### src/pkg/cce_pkg.sv
// shared types, offsets and decode helpers for the clear/complement unit
package cce_pkg;

    // ------------------------------------------------------------------
    // bus and data widths
    // ------------------------------------------------------------------
    localparam int ADDR_W = 8;
    localparam int DATA_W = 32;
    localparam int INSTR_W = 12;
    localparam int BYTE_W = 8;
    localparam int FILE_AW = 5;
    localparam int FILE_N = 32;

    // ------------------------------------------------------------------
    // register byte offsets
    // ------------------------------------------------------------------
    localparam logic [ADDR_W-1:0] OFF_INSTR = 8'h00;
    localparam logic [ADDR_W-1:0] OFF_ACC = 8'h04;
    localparam logic [ADDR_W-1:0] OFF_STAT = 8'h08;
    localparam logic [ADDR_W-1:0] OFF_CTRL = 8'h0c;
    localparam logic [ADDR_W-1:0] OFF_WDOG = 8'h10;
    localparam logic [ADDR_W-1:0] OFF_FILE = 8'h80;

    // ------------------------------------------------------------------
    // field positions
    // ------------------------------------------------------------------
    localparam int STAT_ZERO_BIT = 0;
    localparam int STAT_SLEEP_BIT = 3;
    localparam int STAT_EXPIRY_BIT = 4;
    localparam int CTRL_PRES_BIT = 0;
    localparam int WDOG_PRES_LSB = 8;
    localparam int INSTR_DEST_BIT = 5;
    localparam int FILE_IDX_LSB = 2;

    // ------------------------------------------------------------------
    // instruction encodings
    // ------------------------------------------------------------------
    localparam logic [INSTR_W-1:0] ZERO_FILE_PAT = 12'h060;
    localparam logic [INSTR_W-1:0] ZERO_FILE_MSK = 12'hfe0;
    localparam logic [INSTR_W-1:0] KICK_PAT = 12'h004;
    localparam logic [INSTR_W-1:0] INVERT_PAT = 12'h240;
    localparam logic [INSTR_W-1:0] INVERT_MSK = 12'hfc0;

    // ------------------------------------------------------------------
    // reset values and constants
    // ------------------------------------------------------------------
    localparam logic [BYTE_W-1:0] BYTE_ZERO = 8'h00;
    localparam logic [BYTE_W-1:0] BYTE_ONE = 8'h01;
    localparam logic [BYTE_W-1:0] BYTE_FULL = 8'hff;
    localparam logic [DATA_W-1:0] WORD_ZERO = 32'h0000_0000;
    localparam logic RST_EXPIRY = 1'b1;
    localparam logic RST_SLEEP = 1'b1;
    localparam logic RST_PRES_TO_WDT = 1'b0;

    // ------------------------------------------------------------------
    // carriers
    // ------------------------------------------------------------------
    typedef struct packed {
        logic              psel;
        logic              penable;
        logic              pwrite;
        logic [ADDR_W-1:0] paddr;
        logic [DATA_W-1:0] pwdata;
    } cce_apb_req_t;

    typedef struct packed {
        logic               en;
        logic [FILE_AW-1:0] addr;
        logic [BYTE_W-1:0]  data;
    } cce_file_wr_t;

    typedef struct packed {
        logic [FILE_N-1:0][BYTE_W-1:0] cells;
    } cce_file_t;

    typedef enum logic [2:0] {
        REG_INSTR = 3'b000,
        REG_ACC   = 3'b001,
        REG_STAT  = 3'b010,
        REG_CTRL  = 3'b011,
        REG_WDOG  = 3'b100,
        REG_FILE  = 3'b101,
        REG_NONE  = 3'b111
    } cce_reg_t;

    // ------------------------------------------------------------------
    // decoders, shared by execution and checks
    // ------------------------------------------------------------------
    function automatic logic isZeroFile(input logic [INSTR_W-1:0] w);
        return (w & ZERO_FILE_MSK) == ZERO_FILE_PAT;
    endfunction : isZeroFile

    function automatic logic isKick(input logic [INSTR_W-1:0] w);
        return w == KICK_PAT;
    endfunction : isKick

    function automatic logic isInvert(input logic [INSTR_W-1:0] w);
        return (w & INVERT_MSK) == INVERT_PAT;
    endfunction : isInvert

    function automatic cce_reg_t regSel(input logic [ADDR_W-1:0] a);
        if (a >= OFF_FILE) begin
            return REG_FILE;
        end
        case (a)
            OFF_INSTR: return REG_INSTR;
            OFF_ACC:   return REG_ACC;
            OFF_STAT:  return REG_STAT;
            OFF_CTRL:  return REG_CTRL;
            OFF_WDOG:  return REG_WDOG;
            default:   return REG_NONE;
        endcase
    endfunction : regSel

endpackage : cce_pkg

### src/verilog/cce_exec.sv
// execution of clear-file, watchdog-kick and complement-file instructions
// Function
// - clear-file writes zero, sets zero flag
// - file operand addresses registers 0 to 31
// - kick pattern clears the watchdog counter
// - kick clears prescaler only when watchdog-owned
// - kick sets expiry and sleep bits only
// - complement-file inverts register, updates zero flag
// - dest bit 0 to accumulator, 1 to register
`timescale 1ns/1ps
module cce_exec (
    input  wire logic                        clk,     // 40 MHz core clock
    input  wire logic                        rstn,    // async reset, low
    input  wire cce_pkg::cce_apb_req_t       apbReq,  // apb request
    output logic [cce_pkg::DATA_W-1:0]       prdata,  // apb read data
    output logic                             pready,  // apb ready
    output logic                             pslverr  // apb error
);
    import cce_pkg::*;

    // ------------------------------------------------------------------
    // block state
    // ------------------------------------------------------------------
    typedef struct packed {
        logic [INSTR_W-1:0] lastInstr;
        logic [BYTE_W-1:0]  acc;
        logic               zeroFlag;
        logic               watchdogExpiryBit;
        logic               sleepEnteredBit;
        logic               presToWdt;
        logic [BYTE_W-1:0]  wdtCount;
        logic [BYTE_W-1:0]  presc;
        logic [DATA_W-1:0]  rdata;
    } cce_exec_state_t;

    cce_exec_state_t state_q;
    cce_exec_state_t state_d;

    cce_reg_t           sel;
    logic               setupPh;
    logic               writeAcc;
    logic               instrWr;
    logic [INSTR_W-1:0] instrWord;
    logic               zeroFileOp;
    logic               watchdogKickOp;
    logic               invertFileOp;
    logic               destReg;
    logic [FILE_AW-1:0] fileIdx;
    logic [FILE_AW-1:0] fileRdAddr;
    logic [BYTE_W-1:0]  fileRdData;
    logic [BYTE_W-1:0]  invResult;
    logic               wdtTick;
    cce_file_wr_t       fileWr;

    // ------------------------------------------------------------------
    // apb decode
    // ------------------------------------------------------------------
    assign sel = regSel(apbReq.paddr);
    assign setupPh = apbReq.psel && !apbReq.penable;
    assign writeAcc = apbReq.psel && apbReq.penable && apbReq.pwrite;
    assign pready = 1'b1; // zero wait states, every access ends at once
    assign pslverr = apbReq.psel && apbReq.penable && (sel == REG_NONE);
    assign prdata = state_q.rdata;

    // ------------------------------------------------------------------
    // instruction decode; a write to the instruction port executes it
    // ------------------------------------------------------------------
    assign instrWr = writeAcc && (sel == REG_INSTR);
    assign instrWord = apbReq.pwdata[INSTR_W-1:0];
    assign zeroFileOp = instrWr && isZeroFile(instrWord);
    assign watchdogKickOp = instrWr && isKick(instrWord);
    assign invertFileOp = instrWr && isInvert(instrWord);
    assign destReg = instrWord[INSTR_DEST_BIT];
    assign fileIdx = instrWord[FILE_AW-1:0];

    // file read port: instruction operand wins, only one transfer at once
    assign fileRdAddr = instrWr ? fileIdx
                      : apbReq.paddr[FILE_IDX_LSB +: FILE_AW];
    assign invResult = ~fileRdData;

    // ------------------------------------------------------------------
    // file write port: instructions and direct software writes
    // ------------------------------------------------------------------
    always_comb begin
        fileWr = '0;
        if (zeroFileOp) begin
            fileWr.en = 1'b1;
            fileWr.addr = fileIdx;
            fileWr.data = BYTE_ZERO;
        end else if (invertFileOp && destReg) begin
            fileWr.en = 1'b1;
            fileWr.addr = fileIdx;
            fileWr.data = invResult;
        end else if (writeAcc && sel == REG_FILE) begin
            fileWr.en = 1'b1;
            fileWr.addr = apbReq.paddr[FILE_IDX_LSB +: FILE_AW];
            fileWr.data = apbReq.pwdata[BYTE_W-1:0];
        end
    end

    cce_file_regs u_file (
        .clk    (clk),
        .rstn   (rstn),
        .wr     (fileWr),
        .rdAddr (fileRdAddr),
        .rdData (fileRdData)
    );

    // watchdog advances each cycle, or once per prescaler wrap if owned
    assign wdtTick = state_q.presToWdt ? (state_q.presc == BYTE_FULL)
                                        : 1'b1;

    // ------------------------------------------------------------------
    // next state
    // ------------------------------------------------------------------
    always_comb begin
        state_d = state_q;

        // free-running divider and watchdog counter
        state_d.presc = state_q.presc + BYTE_ONE;
        if (wdtTick) begin
            state_d.wdtCount = state_q.wdtCount + BYTE_ONE;
        end

        // software writes to accumulator, control, status and instruction registers
        if (writeAcc) begin
            case (sel)
                REG_ACC: begin
                    state_d.acc = apbReq.pwdata[BYTE_W-1:0];
                end
                REG_STAT: begin
                    state_d.zeroFlag = apbReq.pwdata[STAT_ZERO_BIT];
                    state_d.sleepEnteredBit = apbReq.pwdata[STAT_SLEEP_BIT];
                    state_d.watchdogExpiryBit =
                        apbReq.pwdata[STAT_EXPIRY_BIT];
                end
                REG_CTRL: begin
                    state_d.presToWdt = apbReq.pwdata[CTRL_PRES_BIT];
                end
                REG_INSTR: begin
                    state_d.lastInstr = instrWord;
                end
                default: begin
                end
            endcase
        end

        // timeout after the software write: a same-cycle write of the
        // status register must not hide an expiry
        if (wdtTick && state_q.wdtCount == BYTE_FULL) begin
            state_d.watchdogExpiryBit = 1'b0; // timeout, active low
        end

        // instruction effects, last so they win over background counting
        if (zeroFileOp) begin
            state_d.zeroFlag = 1'b1;
        end
        if (watchdogKickOp) begin
            state_d.wdtCount = BYTE_ZERO;
            if (state_q.presToWdt) begin
                state_d.presc = BYTE_ZERO;
            end
            state_d.watchdogExpiryBit = 1'b1;
            state_d.sleepEnteredBit = 1'b1;
        end
        if (invertFileOp) begin
            state_d.zeroFlag = (invResult == BYTE_ZERO);
            if (!destReg) begin
                state_d.acc = invResult;
            end
        end

        // read data captured in the setup cycle, so prdata is a flop
        if (setupPh && !apbReq.pwrite) begin
            state_d.rdata = WORD_ZERO;
            case (sel)
                REG_INSTR: state_d.rdata[INSTR_W-1:0] = state_q.lastInstr;
                REG_ACC:   state_d.rdata[BYTE_W-1:0] = state_q.acc;
                REG_STAT: begin
                    state_d.rdata[STAT_ZERO_BIT] = state_q.zeroFlag;
                    state_d.rdata[STAT_SLEEP_BIT] = state_q.sleepEnteredBit;
                    state_d.rdata[STAT_EXPIRY_BIT] =
                        state_q.watchdogExpiryBit;
                end
                REG_CTRL:  state_d.rdata[CTRL_PRES_BIT] = state_q.presToWdt;
                REG_WDOG: begin
                    state_d.rdata[BYTE_W-1:0] = state_q.wdtCount;
                    state_d.rdata[WDOG_PRES_LSB +: BYTE_W] = state_q.presc;
                end
                REG_FILE:  state_d.rdata[BYTE_W-1:0] = fileRdData;
                default:   state_d.rdata = WORD_ZERO;
            endcase
        end
    end

    // ------------------------------------------------------------------
    // state register
    // ------------------------------------------------------------------
    always_ff @(posedge clk or negedge rstn) begin
        if (!rstn) begin
            state_q <= '0;
            state_q.watchdogExpiryBit <= RST_EXPIRY;
            state_q.sleepEnteredBit <= RST_SLEEP;
            state_q.presToWdt <= RST_PRES_TO_WDT;
        end else begin
            state_q <= state_d;
        end
    end
endmodule : cce_exec

### src/verilog/cce_file_regs.sv
// bank of 32 eight-bit data registers, one write port, one read port
`timescale 1ns/1ps
module cce_file_regs (
    input  wire logic                         clk,    // core clock
    input  wire logic                         rstn,   // async reset, low
    input  wire cce_pkg::cce_file_wr_t        wr,     // write request
    input  wire logic [cce_pkg::FILE_AW-1:0]  rdAddr, // read index
    output logic [cce_pkg::BYTE_W-1:0]        rdData  // read value
);
    import cce_pkg::*;

    cce_file_t state_q;
    cce_file_t state_d;

    // ------------------------------------------------------------------
    // next state: one cell written per cycle
    // ------------------------------------------------------------------
    always_comb begin
        state_d = state_q;
        if (wr.en) begin
            state_d.cells[wr.addr] = wr.data;
        end
    end

    // ------------------------------------------------------------------
    // state register
    // ------------------------------------------------------------------
    always_ff @(posedge clk or negedge rstn) begin
        if (!rstn) begin
            state_q <= '0;
        end else begin
            state_q <= state_d;
        end
    end

    // read is from flops, so a write shows on the next cycle
    assign rdData = state_q.cells[rdAddr];

endmodule : cce_file_regs
### config.mk
export PLATFORM = sky130hd
export DESIGN_NAME = cce_exec
export DESIGN_NICKNAME = d
export VERILOG_FILES = /design/src/pkg/cce_pkg.sv /design/src/verilog/cce_exec.sv /design/src/verilog/cce_file_regs.sv
export SDC_FILE = /design/constraint.sdc
export NUM_CORES = 1
export LEC_CHECK = 0
export BUFFER_PORTS_ARGS = -buffer_cell sky130_fd_sc_hd__buf_2
export CAP_MARGIN = 20
export CORE_AREA = 2 2 212 214
export CTS_CLUSTER_SIZE = 28
export DETAILED_ROUTE_END_ITERATION = 7
export DIE_AREA = 0 0 214 216
export MAX_ROUTING_LAYER = met4
export PLACE_DENSITY_LB_ADDON = 0.1
export SLEW_MARGIN = 40
export SYNTH_ARGS = -nofsm -noshare
export SYNTH_HDL_FRONTEND = slang
export SYNTH_SLANG_ARGS = --single-unit
### constraint.sdc
create_clock -name clk -period 3.7 [get_ports clk]
set_input_delay 0 -clock clk [delete_from_list [all_inputs] [get_ports clk]]
set_output_delay 0 -clock clk [all_outputs]
set_load 0.03 [all_outputs]
# Word-level counts from Yosys, hierarchy flattened
# Index checks and enable logic that the tools add are counted.
# word_totals
reg_bits,312
inputBits,45
output_inout_bits,34
# op_classes
mux,32
n_eq_ne,15
magnitude_cmp,4
n_reduce_logical,30
n_addsub,2
bitwise,1
# ops
op,count
256-bit bitwise mux,1
8-bit two-way mux,6
14-bit two-way mux,3
8-bit binary-select mux with 5-bit select,1
8-bit demux with 5-bit select,1
8-bit by 1-bit adder with 8-bit output (second input constant),2
8-bit by 4-bit == test with 1-bit output (second input constant),2
8-bit == test (second input constant),2
8-bit zero test,2
16-bit two-way mux,1
3-bit one-hot mux with 5 select lines,1
1-bit logical AND,13
12-bit by 3-bit == test with 1-bit output (second input constant),1
5-bit by 6-bit < comparator with 1-bit output (second input constant),2
12-bit two-way mux,1
3-bit one-hot mux with 4 select lines,1
3-bit nonzero test,4
2-bit one-hot mux with 5 select lines,1
2-bit AND reduction,5
3-bit == test (second input constant),3
3-bit two-way mux,3
9-bit two-way mux,1
8-bit by 3-bit == test with 1-bit output (second input constant),1
8-bit by 5-bit == test with 1-bit output (second input constant),1
other kinds (17),25

# Depth between registers and ports, before layout
# Gate-level depths: netlist of run 1.
# depth
ltp_word,16
ltp_mapped,15
depth_no_buf,9

# By module
# A second synthesis of run 1 with hierarchy kept.
# unflattened
hier_cells,1039
hier_area_um2,14961.8
# by_module_without_submodules
module,seq_area_each_um2,n_inst,area_each_um2,cells_per_inst
cce_file_regs,6406.1,1,11648.7,699
cce_exec,1403.8,1,3313.2,340

# Worst setup path before layout of run 1
# OpenSTA, ideal clock, no wires.
# synth_timing
path_kind,input port to flip-flop
startpoint,input apbReq[37] (netlist name)
endpoint,register u_file.state_q[53] (netlist name)
arrival_time_ns,2.795
setup_ns,0.125
setup_slack_ns,0.781
n_path_buf,6
required_ns,3.575
path_stages,14
cell_sequence,buf_2 > or4_1 > buf_2 > o41a_1 > buf_2 > buf_4 > buf_2 > nand2_1 > a211oi_1 > a211oi_2 > a21oi_1 > o21a_1 > buf_2 > mux2_2
# synth_between
elab_chain_len,14
elab_cells_between_ends,29
cone_classes,order compare (3); eq/ne (5); mux (12); bitwise (1); reduce/logical (8)
# synth_lines
item,line,text
"start, declared",cce_exec.sv:14,"input wire cce_pkg::cce_apb_req_t apbReq,"
8-bit greater-or-equal comparator (tied with other cells),cce_pkg.sv:102,if (a >= OFF_FILE) begin
1-bit two-way mux or 3-bit one-hot mux with 5 select lines (tied branches),"cce_pkg.sv:102, cce_pkg.sv:105",
3-bit two-way mux,cce_pkg.sv:105,case (a)
3-bit zero test,cce_exec.sv:68,assign instrWr = writeAcc && (sel == REG_INSTR);
1-bit logical AND,cce_exec.sv:68,
1-bit logical AND,cce_exec.sv:72,assign invertFileOp = instrWr && isInvert(instrWord);
1-bit logical AND,cce_exec.sv:90,end else if (invertFileOp && destReg) begin
14-bit two-way mux,cce_exec.sv:90,
14-bit two-way mux (*),cce_exec.sv:86,if (zeroFileOp) begin
5-bit by 6-bit < comparator with 1-bit output (implied by the code) or 5-bit by 1-bit greater-or-equal comparator with 1-bit output (tied branches),cce_file_regs.sv:21,state_d.cells[wr.addr] = wr.data;
1-bit logical AND (implied by the code),cce_file_regs.sv:21,
8-bit two-way mux (implied by the code),cce_file_regs.sv:21,
8-bit demux with 5-bit select,n/a,
256-bit bitwise mux,cce_file_regs.sv:21,
"end signal, assigned",cce_file_regs.sv:32,state_q <= state_d;
"end, declared",cce_file_regs.sv:12,cce_file_t state_q;
# Every way passes the cells marked *; elsewhere a longest branch is shown, timed or not. The select of a mux whose other input is x is not followed.
# A chain may end at the register's enable or synchronous reset.

# Final worst setup path of run 1
# layout_timing
startpoint,input apbReq[39] (netlist name)
endpoint,register state_q[51] (netlist name)
# layout_between
elab_chain_len,11
elab_cells_between_ends,24
cone_classes,order compare (1); eq/ne (5); mux (8); bitwise (1); reduce/logical (9)
# layout_lines
item,line,text
8-bit greater-or-equal comparator (tied with other cells),cce_pkg.sv:102,
1-bit two-way mux or 3-bit one-hot mux with 5 select lines (tied branches),"cce_pkg.sv:102, cce_pkg.sv:105",
3-bit two-way mux (*),cce_pkg.sv:105,
3-bit zero test,cce_exec.sv:68,
1-bit logical AND,cce_exec.sv:68,
5-bit two-way mux,cce_exec.sv:77,assign fileRdAddr = instrWr ? fileIdx
8-bit binary-select mux with 5-bit select,cce_file_regs.sv:37,assign rdData = state_q.cells[rdAddr];
8-bit two-way mux (implied by the code),cce_file_regs.sv:37,
8-bit inverter,cce_exec.sv:79,assign invResult = ~fileRdData;
8-bit zero test,cce_exec.sv:167,state_d.zeroFlag = (invResult == BYTE_ZERO);
9-bit two-way mux,cce_exec.sv:166,if (invertFileOp) begin
"end signal, assigned",cce_exec.sv:206,state_q <= state_d;
"end, declared",cce_exec.sv:36,cce_exec_state_t state_q;
# Marked as above.

==> results by group, run 1 <==
Critical path
  – Startpoint types: primary input
  – RR Startpoint: u_file.state_q[154]
  – Slowest-stage cell, CP: or4_1
  – Crit-path most repeated cell: buf_4
  – Buffers & Inverters on Critical Path: 6
  – Critical Path Source: apbReq[39]
  – Critical path peak fanout: 21
  – CP required: just over 4 ns
  – Worst setup EP type: register
  – CP Data Arrival Time: roughly 4.0 ns
  – Top cell family by delay on the critical path: compound AO/OA/AOI/OAI gates
  – CP cell instances: dlygate4sd3_1 > buf_2 > or4_1 > buf_4 > o41ai_4 > buf_12 > buf_4 > nor2_1 > o21ai_0 > a21o_1 > a21oi_1 > a311o_1 > buf_4 > nand3b_1 > o41ai_2
  – Kind of critical path: in2reg
  – Crit-path max cell delay: around 0.55 ns

Logic synthesis
  – Register area share after synthesis: 51.45%
  – Seq cells post-synth: roughly 310
  – Ys flop type: dfrtp_1
  – Synth Warn #: 0
  – Synth Area per Inst: 9.172 µm²
  – FFs w/ async S/R, synth: 100.0%
  – EDFF count, synth: 0
  – Syn Inst Count: ~1700
  – Unique masters post-synth: 77
  – Synthesized area: 15180 µm²

Route
  – Final Routed Wirelength: around 50000 µm
  – Via count: around 12000
  – 1st-iter DRT viols: around 1100
  – Drc violations: 0
  – Wire per inst: around 21 µm
  – Vias per cell: 5.280
  – Antenna-violating nets left: 0
  – First-pass DRT Iterations: 5

STA
  – Normalized max-slew margin: between 40% and 50%
  – Highest Clock Rate: about 290 MHz
  – Final hold viol count: 0
  – Final setup violation count: 0
  – Final WS setup: 0.1941 ns
  – Final min period: approximately 3.5 ns
  – Final period util: a little over nine tenths
  – RSZ-0062 raised after global routing: no
  – Worst Skew: around 0.021 ns
  – Fin. max-slew vios: 0
  – TNS Setup: 0 ns
  – Worst slew pin tran: a little over 0.8 ns
  – Min Hold Slack: 0.05100 ns

Cells and area
  – Layout cells sized above 1: between 10% and 20%
  – Final net count: 1779
  – Number of antenna diodes: 0
  – Layout area overhead: 19.17%

Die
  – I/O pin count: 79
  – Starting Density: around 35%
  – Core Footprint: between 40000 and 50000 µm²
  – Chip height: 216 µm
  – Die area: about 46000 µm²
  – Rows: just under 80
  – Die Wd: roughly 210 µm

Pwr
  – Net switching power: 2.176 mW
  – Peak supply drop: 0.0002490 V
  – Internal power: just over 6 mW
  – Net Sw Frac: 26.09%
  – Sequential power share: roughly 45%
  – P_leak: between 8 and 9 nW
  – Pwr/cell area: 460.9 nW/µm²
  – Clock power share: about 45%
  – Total Power: 8.338 mW
  – Combinational power share: 10.6%

GRT
  – Initial antenna violation count: 1
  – Pin count of the biggest net entering global routing: 90
  – GRT Total Usage: between 20% and 30%
  – Vias in the first global route: 12330
  – Gr ovfl total: 0
  – First-pass GRT wire length: a little under 80000 µm

Clocking
  – Post-CTS Hold Buffers: 17
  – CTS tree: done
  – Clock Tree Buf Depth: 3
  – Clock transition at path regs: about 0.060 ns
  – Clock Latency Late Sink: approximately 0.56 ns
  – Clock Sink Count: between 300 and 400
  – Post-CTS Resized: 0
  – CTS root buf: clkbuf_16
  – Setup bufs post-CTS: 0
  – H-tree levels: 2
  – Total CTS buffers: 38

Worst hold path
  – Hold/Removal Path Class: in2async

Run
  – Max-cap viol count: 0

Placed design
  – Final RePlAce weighted congestion: slightly below 0.9
  – Buffers on Ports: a little over 40
  – Setup WS pre-CTS: around 0.14 ns
  – HPWL after DPL: around 34000 µm

Run status
  – Status: finished, final reports clean
==> worst register-to-register path, delay by kind of cell, from the launching register on <==
kind / cells / cell delay, ns
AO/OA/AOI/OAI: 8 / 1.71
buffers and inverters: 2 / 0.40
flip-flops: 1 / 0.40
AND/OR/NAND/NOR: 1 / 0.15
==> final cells by class <==
| class | count | area, µm² |
|---|---|---|
| tap | 592 | 740.7 |
| multi-input combinational | 1191 | 6690 |
| timing repair buffer | 180 | 1567 |
| fill | 4442 | 25750 |
| inverter | 9 | 33.78 |
| sequential | 312 | 7810 |
| clock buffer | 61 | 1151 |
| clock inverter | 9 | 97.59 |
==> flip-flops by register name, indices dropped and copies added, names as in the netlist <==
signal and flops:
u_file.state_q 256, prdata 16, state_q 40
==> metrics by stage <==
stage	std cells	area, µm²	utilization, %
global route	2354	18090	41.27
CTS	2354	18090	41.27
finish	2354	18090	41.27
detailed placement	2267	16670	38.03
floorplan	1670	15240	-
global placement	2265	16630	37.93
==> synthesized netlist by cell type, drive strengths merged (3+ instances only) <==
cell     count  area share (%)
mux2        55             4.1
or3          4            0.16
nor2       224             5.6
mux4         3            0.45
nand2      263             6.5
a21boi       6            0.30
mux2i       42             2.8
a2111oi      4            0.23
o21ai       93             3.1
a22o         6            0.35
a22oi       16            0.98
a2bb2oi      3            0.30
and3        10            0.41
o211ai       3            0.15
nor2b        3            0.12
a311oi       3            0.17
clkbuf      67             1.7
o21a         3            0.15
xor2         7            0.40
a31oi       14            0.58
o22ai        3            0.12
inv          9            0.22
a21oi      218             7.2
a221oi      11            0.63
nand4       14            0.58
nor4         8            0.37
dfrtp      310              51
buf         91             3.6
and4         4            0.23
a211oi      14            0.73
a32oi        7            0.40
nand3       63             2.1
xnor2        4            0.23
or2          4            0.16
nor3        21            0.89
nand2b       3            0.12
a21o         3            0.15
==> path summary, 6_finish.rpt <==
check	end	slack (ns)	depth (start not counted)
min in group clk	state_q[48]	0.08	4
worst min register to register	prdata[14]	0.46	2
worst max-delay path	state_q[51]	0.19	15
worst min-delay path	u_file.state_q[129]	0.05	2
worst max register to register	u_file.state_q[130]	0.96	11
max in group asynchronous	u_file.state_q[236]	2.63	3
==> cells in the final DEF (no fill, tap or decap), types with 4 or more instances in the layout <==
master / n
nor3_1: 12
buf_2: 40
nand2_1: 262
nor2_1: 221
and3_1: 10
xnor2_1: 4
mux2i_1: 42
a21oi_1: 216
clkbuf_8: 5
a211oi_1: 13
o21ai_0: 76
and4_1: 4
dfrtp_1: 310
buf_12: 20
a221oi_1: 11
a22oi_1: 12
clkbuf_1: 15
a21boi_0: 6
a22o_1: 6
mux2_2: 55
or3_1: 4
buf_4: 100
nor4_1: 7
clkinv_2: 6
a31oi_1: 13
inv_1: 9
or2_2: 4
a2111oi_0: 4
conb_1: 17
dlygate4sd3_1: 17
clkbuf_16: 41
xor2_1: 7
a32oi_1: 7
nor3_2: 9
nand3_1: 63
nand4_1: 14
o21ai_1: 16
==> power groups by stage <==
stage	sequential, mW	clock, mW	combinational (mW)
final	3.72	3.74	0.881
after global routing	3.74	3.98	0.973
after CTS	3.72	3.84	0.888
after detailed placement	3.78	0	0.868
after global placement	3.77	0	0.859
after floorplan	3.72	0	0.523
==> cell families after synthesis <==
family / share of synthesized area, %
AND/OR/NAND/NOR: 17.79
AO/OA/AOI/OAI: 17.14
flip-flops: 51.45
buffers and inverters: 5.473
multiplexers: 7.295
XOR/XNOR: 0.6347
adder cells (fa/ha/maj): 0.1648
other: 0.04947
==> metal layers <==
| metal | vias to the layer above | global-route usage (%) | share of wire (%) |
|---|---|---|---|
| met5 | - | - | 0 |
| li1 | 5882 | - | - |
| met4 | 0 | 7.016 | 2.7 |
| met3 | 88 | 3.002 | 4.7 |
| met1 | 6151 | 31.28 | 48 |
| met2 | 307 | 34.47 | 45 |
No activity file was read; power rests on OpenSTA's default activity.
==> run 2: changes to the inputs <==
CTS_BUF_LIST = sky130_fd_sc_hd__clkbuf_4 sky130_fd_sc_hd__clkbuf_8   (was not set)
==> run 2 against run 1 <==
Global-route usage is 0.19 points higher. Final cell count grew 1.3%. Sequential share of layout area rose by 0.096 points.
==> results by group, run 2 (synthesis results as in run 1) <==
Run status
  – Status: finished, final reports clean

Pwr
  – P_leak: between 8 and 9 nW
  – Pwr/cell area: around 440 nW/µm²
  – Peak supply drop: 0.0002170 V

Die
  – Starting Density: between 30% and 40%
  – Die area: 46220 µm²
  – Die Wd: 214 µm
  – Chip height: ~220 µm
  – I/O pin count: between 70 and 80
  – Core Footprint: 43840 µm²
  – Rows: 77

STA
  – Highest Clock Rate: just under 300 MHz
  – Fin. max-slew vios: 0
  – Final setup violation count: 0
  – TNS Setup: 0 ns
  – Final period util: 93.60%
  – Final min period: 3.463 ns
  – Worst slew pin tran: 0.8345 ns
  – RSZ-0062 raised after global routing: no
  – Normalized max-slew margin: around 44%
  – Worst Skew: about 0.038 ns
  – Final hold viol count: 0

Cells and area
  – Multi-input logic area: about 6700 µm²
  – Layout cells sized above 1: 20.15%
  – Final net count: 1800
  – Largest register by flop count: u_file.state_q
  – Most common cell after layout, fill and taps aside: dfrtp_1
  – Post-route cell area: roughly 18000 µm²
  – Fillers: around 4500
  – Max reg flops: ~260
  – Most frequent cells in the layout: dfrtp_1, nand2_1, nor2_1
  – Layout area overhead: 18.91%
  – Reg area: about 8000 µm²

Clocking
  – CTS root buf: clkbuf_8
  – Clock transition at path regs: 0.06 ns
  – Clock Latency Late Sink: 0.66 ns
  – CTS tree: done
  – Total CTS buffers: 56
  – Clock Sink Count: 312
  – H-tree levels: 2
  – Post-CTS Resized: 0
  – Clock Tree Buf Depth: 3

Critical path
  – Kind of critical path: in2reg
  – CP cell instances: dlygate4sd3_1 > buf_2 > buf_4 > nor2_1 > and4_1 > a21oi_2 > buf_4 > a2111oi_0 > buf_4 > a211oi_1 > a2bb2oi_2 > buf_4 > a222oi_1 > o21ai_0
  – Slowest-stage cell, CP: a21oi_2
  – Startpoint types: primary input
  – Crit-path most repeated cell: buf_4
  – Crit-path max cell delay: around 0.66 ns
  – CP Data Arrival Time: slightly below 4 ns
  – Worst setup EP type: register
  – Critical path peak fanout: 10
  – CP required: between 4 and 5 ns

Placed design
  – HPWL after DPL: 34360 µm
  – Post-placement cell area: 16670 µm²
  – Buffers on Ports: just over 40
  – Final RePlAce weighted congestion: between 0.8 and 0.9

Route
  – Antenna-violating nets left: 0
  – 1st-iter DRT viols: 1097
  – Wire per inst: roughly 21 µm
  – Via count: 12560
  – Vias per cell: roughly 5.3
  – Final Routed Wirelength: approximately 50000 µm
  – First-pass DRT Iterations: 6
  – Drc violations: 0

Worst hold path
  – Hold/Removal Path Class: in2reg

GRT
  – Gr ovfl total: 0
  – Initial antenna violation count: 2
  – Pin count of the biggest net entering global routing: 90
  – GRT Total Usage: roughly 23%
  – First-pass GRT wire length: roughly 79000 µm
  – Vias in the first global route: about 13000

Run
  – Max-cap viol count: 0
[run 2: timing repair]
item,4_1_cts,5_1_grt
buffers inserted,0,0
hold buffers,20,0
endpoints found under the hold margin,374,0
setup endpoints to repair,0,0
[run 2: stage by stage]
stage / hold WS, ns / worst slack, ns / power (mW) / instances / utilization, %
after floorplan: -0.2956 / 0.7806 / 4.248 / 1670 / -
after global placement: 0.06793 / 0.1394 / 4.634 / 2265 / 37.93
after detailed placement: 0.07058 / 0.1363 / 4.646 / 2267 / 38.03
after CTS: 0.01460 / 0.3314 / 8.096 / 2384 / 41.17
after global routing: 0.08023 / 0.1112 / 8.337 / 2385 / 41.18
final: 0.05175 / 0.2367 / 7.968 / 2385 / 41.18
[run 2: critical path: cells and delay by family]
kind | cells | cell delay [ns]
AO/OA/AOI/OAI | 6 | 2.05
buffers and inverters | 6 | 1.60
AND/OR/NAND/NOR | 2 | 0.29
[run 2: routing by layer]
layer  routed length, µm  up-vias  GRT usage, %
li1                    -     5913             -
met2               22930      333         34.71
met1               23470     6215         30.99
met4                1410        0         6.853
met3                2395      101         4.101
met5                   0        -             -
[run 2: path summary, 6_finish.rpt]
kind,start,to,slack (ns),cells past startpoint
min in group asynchronous,rstn,prdata[4],0.41,3
max reg2reg,u_file.state_q[154],u_file.state_q[130],0.88,11
min,apbReq[41],prdata[14],0.05,4
max in group asynchronous,rstn,u_file.state_q[223],2.48,4
max,apbReq[34],prdata[1],0.24,14
min reg2reg,prdata[14],prdata[14],0.46,2
[run 2: area by class of cell]
cell class	instances	area share, %
antenna	1	0.01386
clock buffer	94	6.301
clock inverter	3	0.1178
inverter	9	0.1872
multi-input combinational	1191	37.07
sequential	312	43.27
tap	592	4.104
timing repair buffer	183	8.942
[run 2: power breakdown]
part / total (mW) / switching, mW / internal, mW
logic: 0.888 / 0.572 / 0.316
registers: 3.72 / 0.135 / 3.58
clock network: 3.36 / 1.45 / 1.91
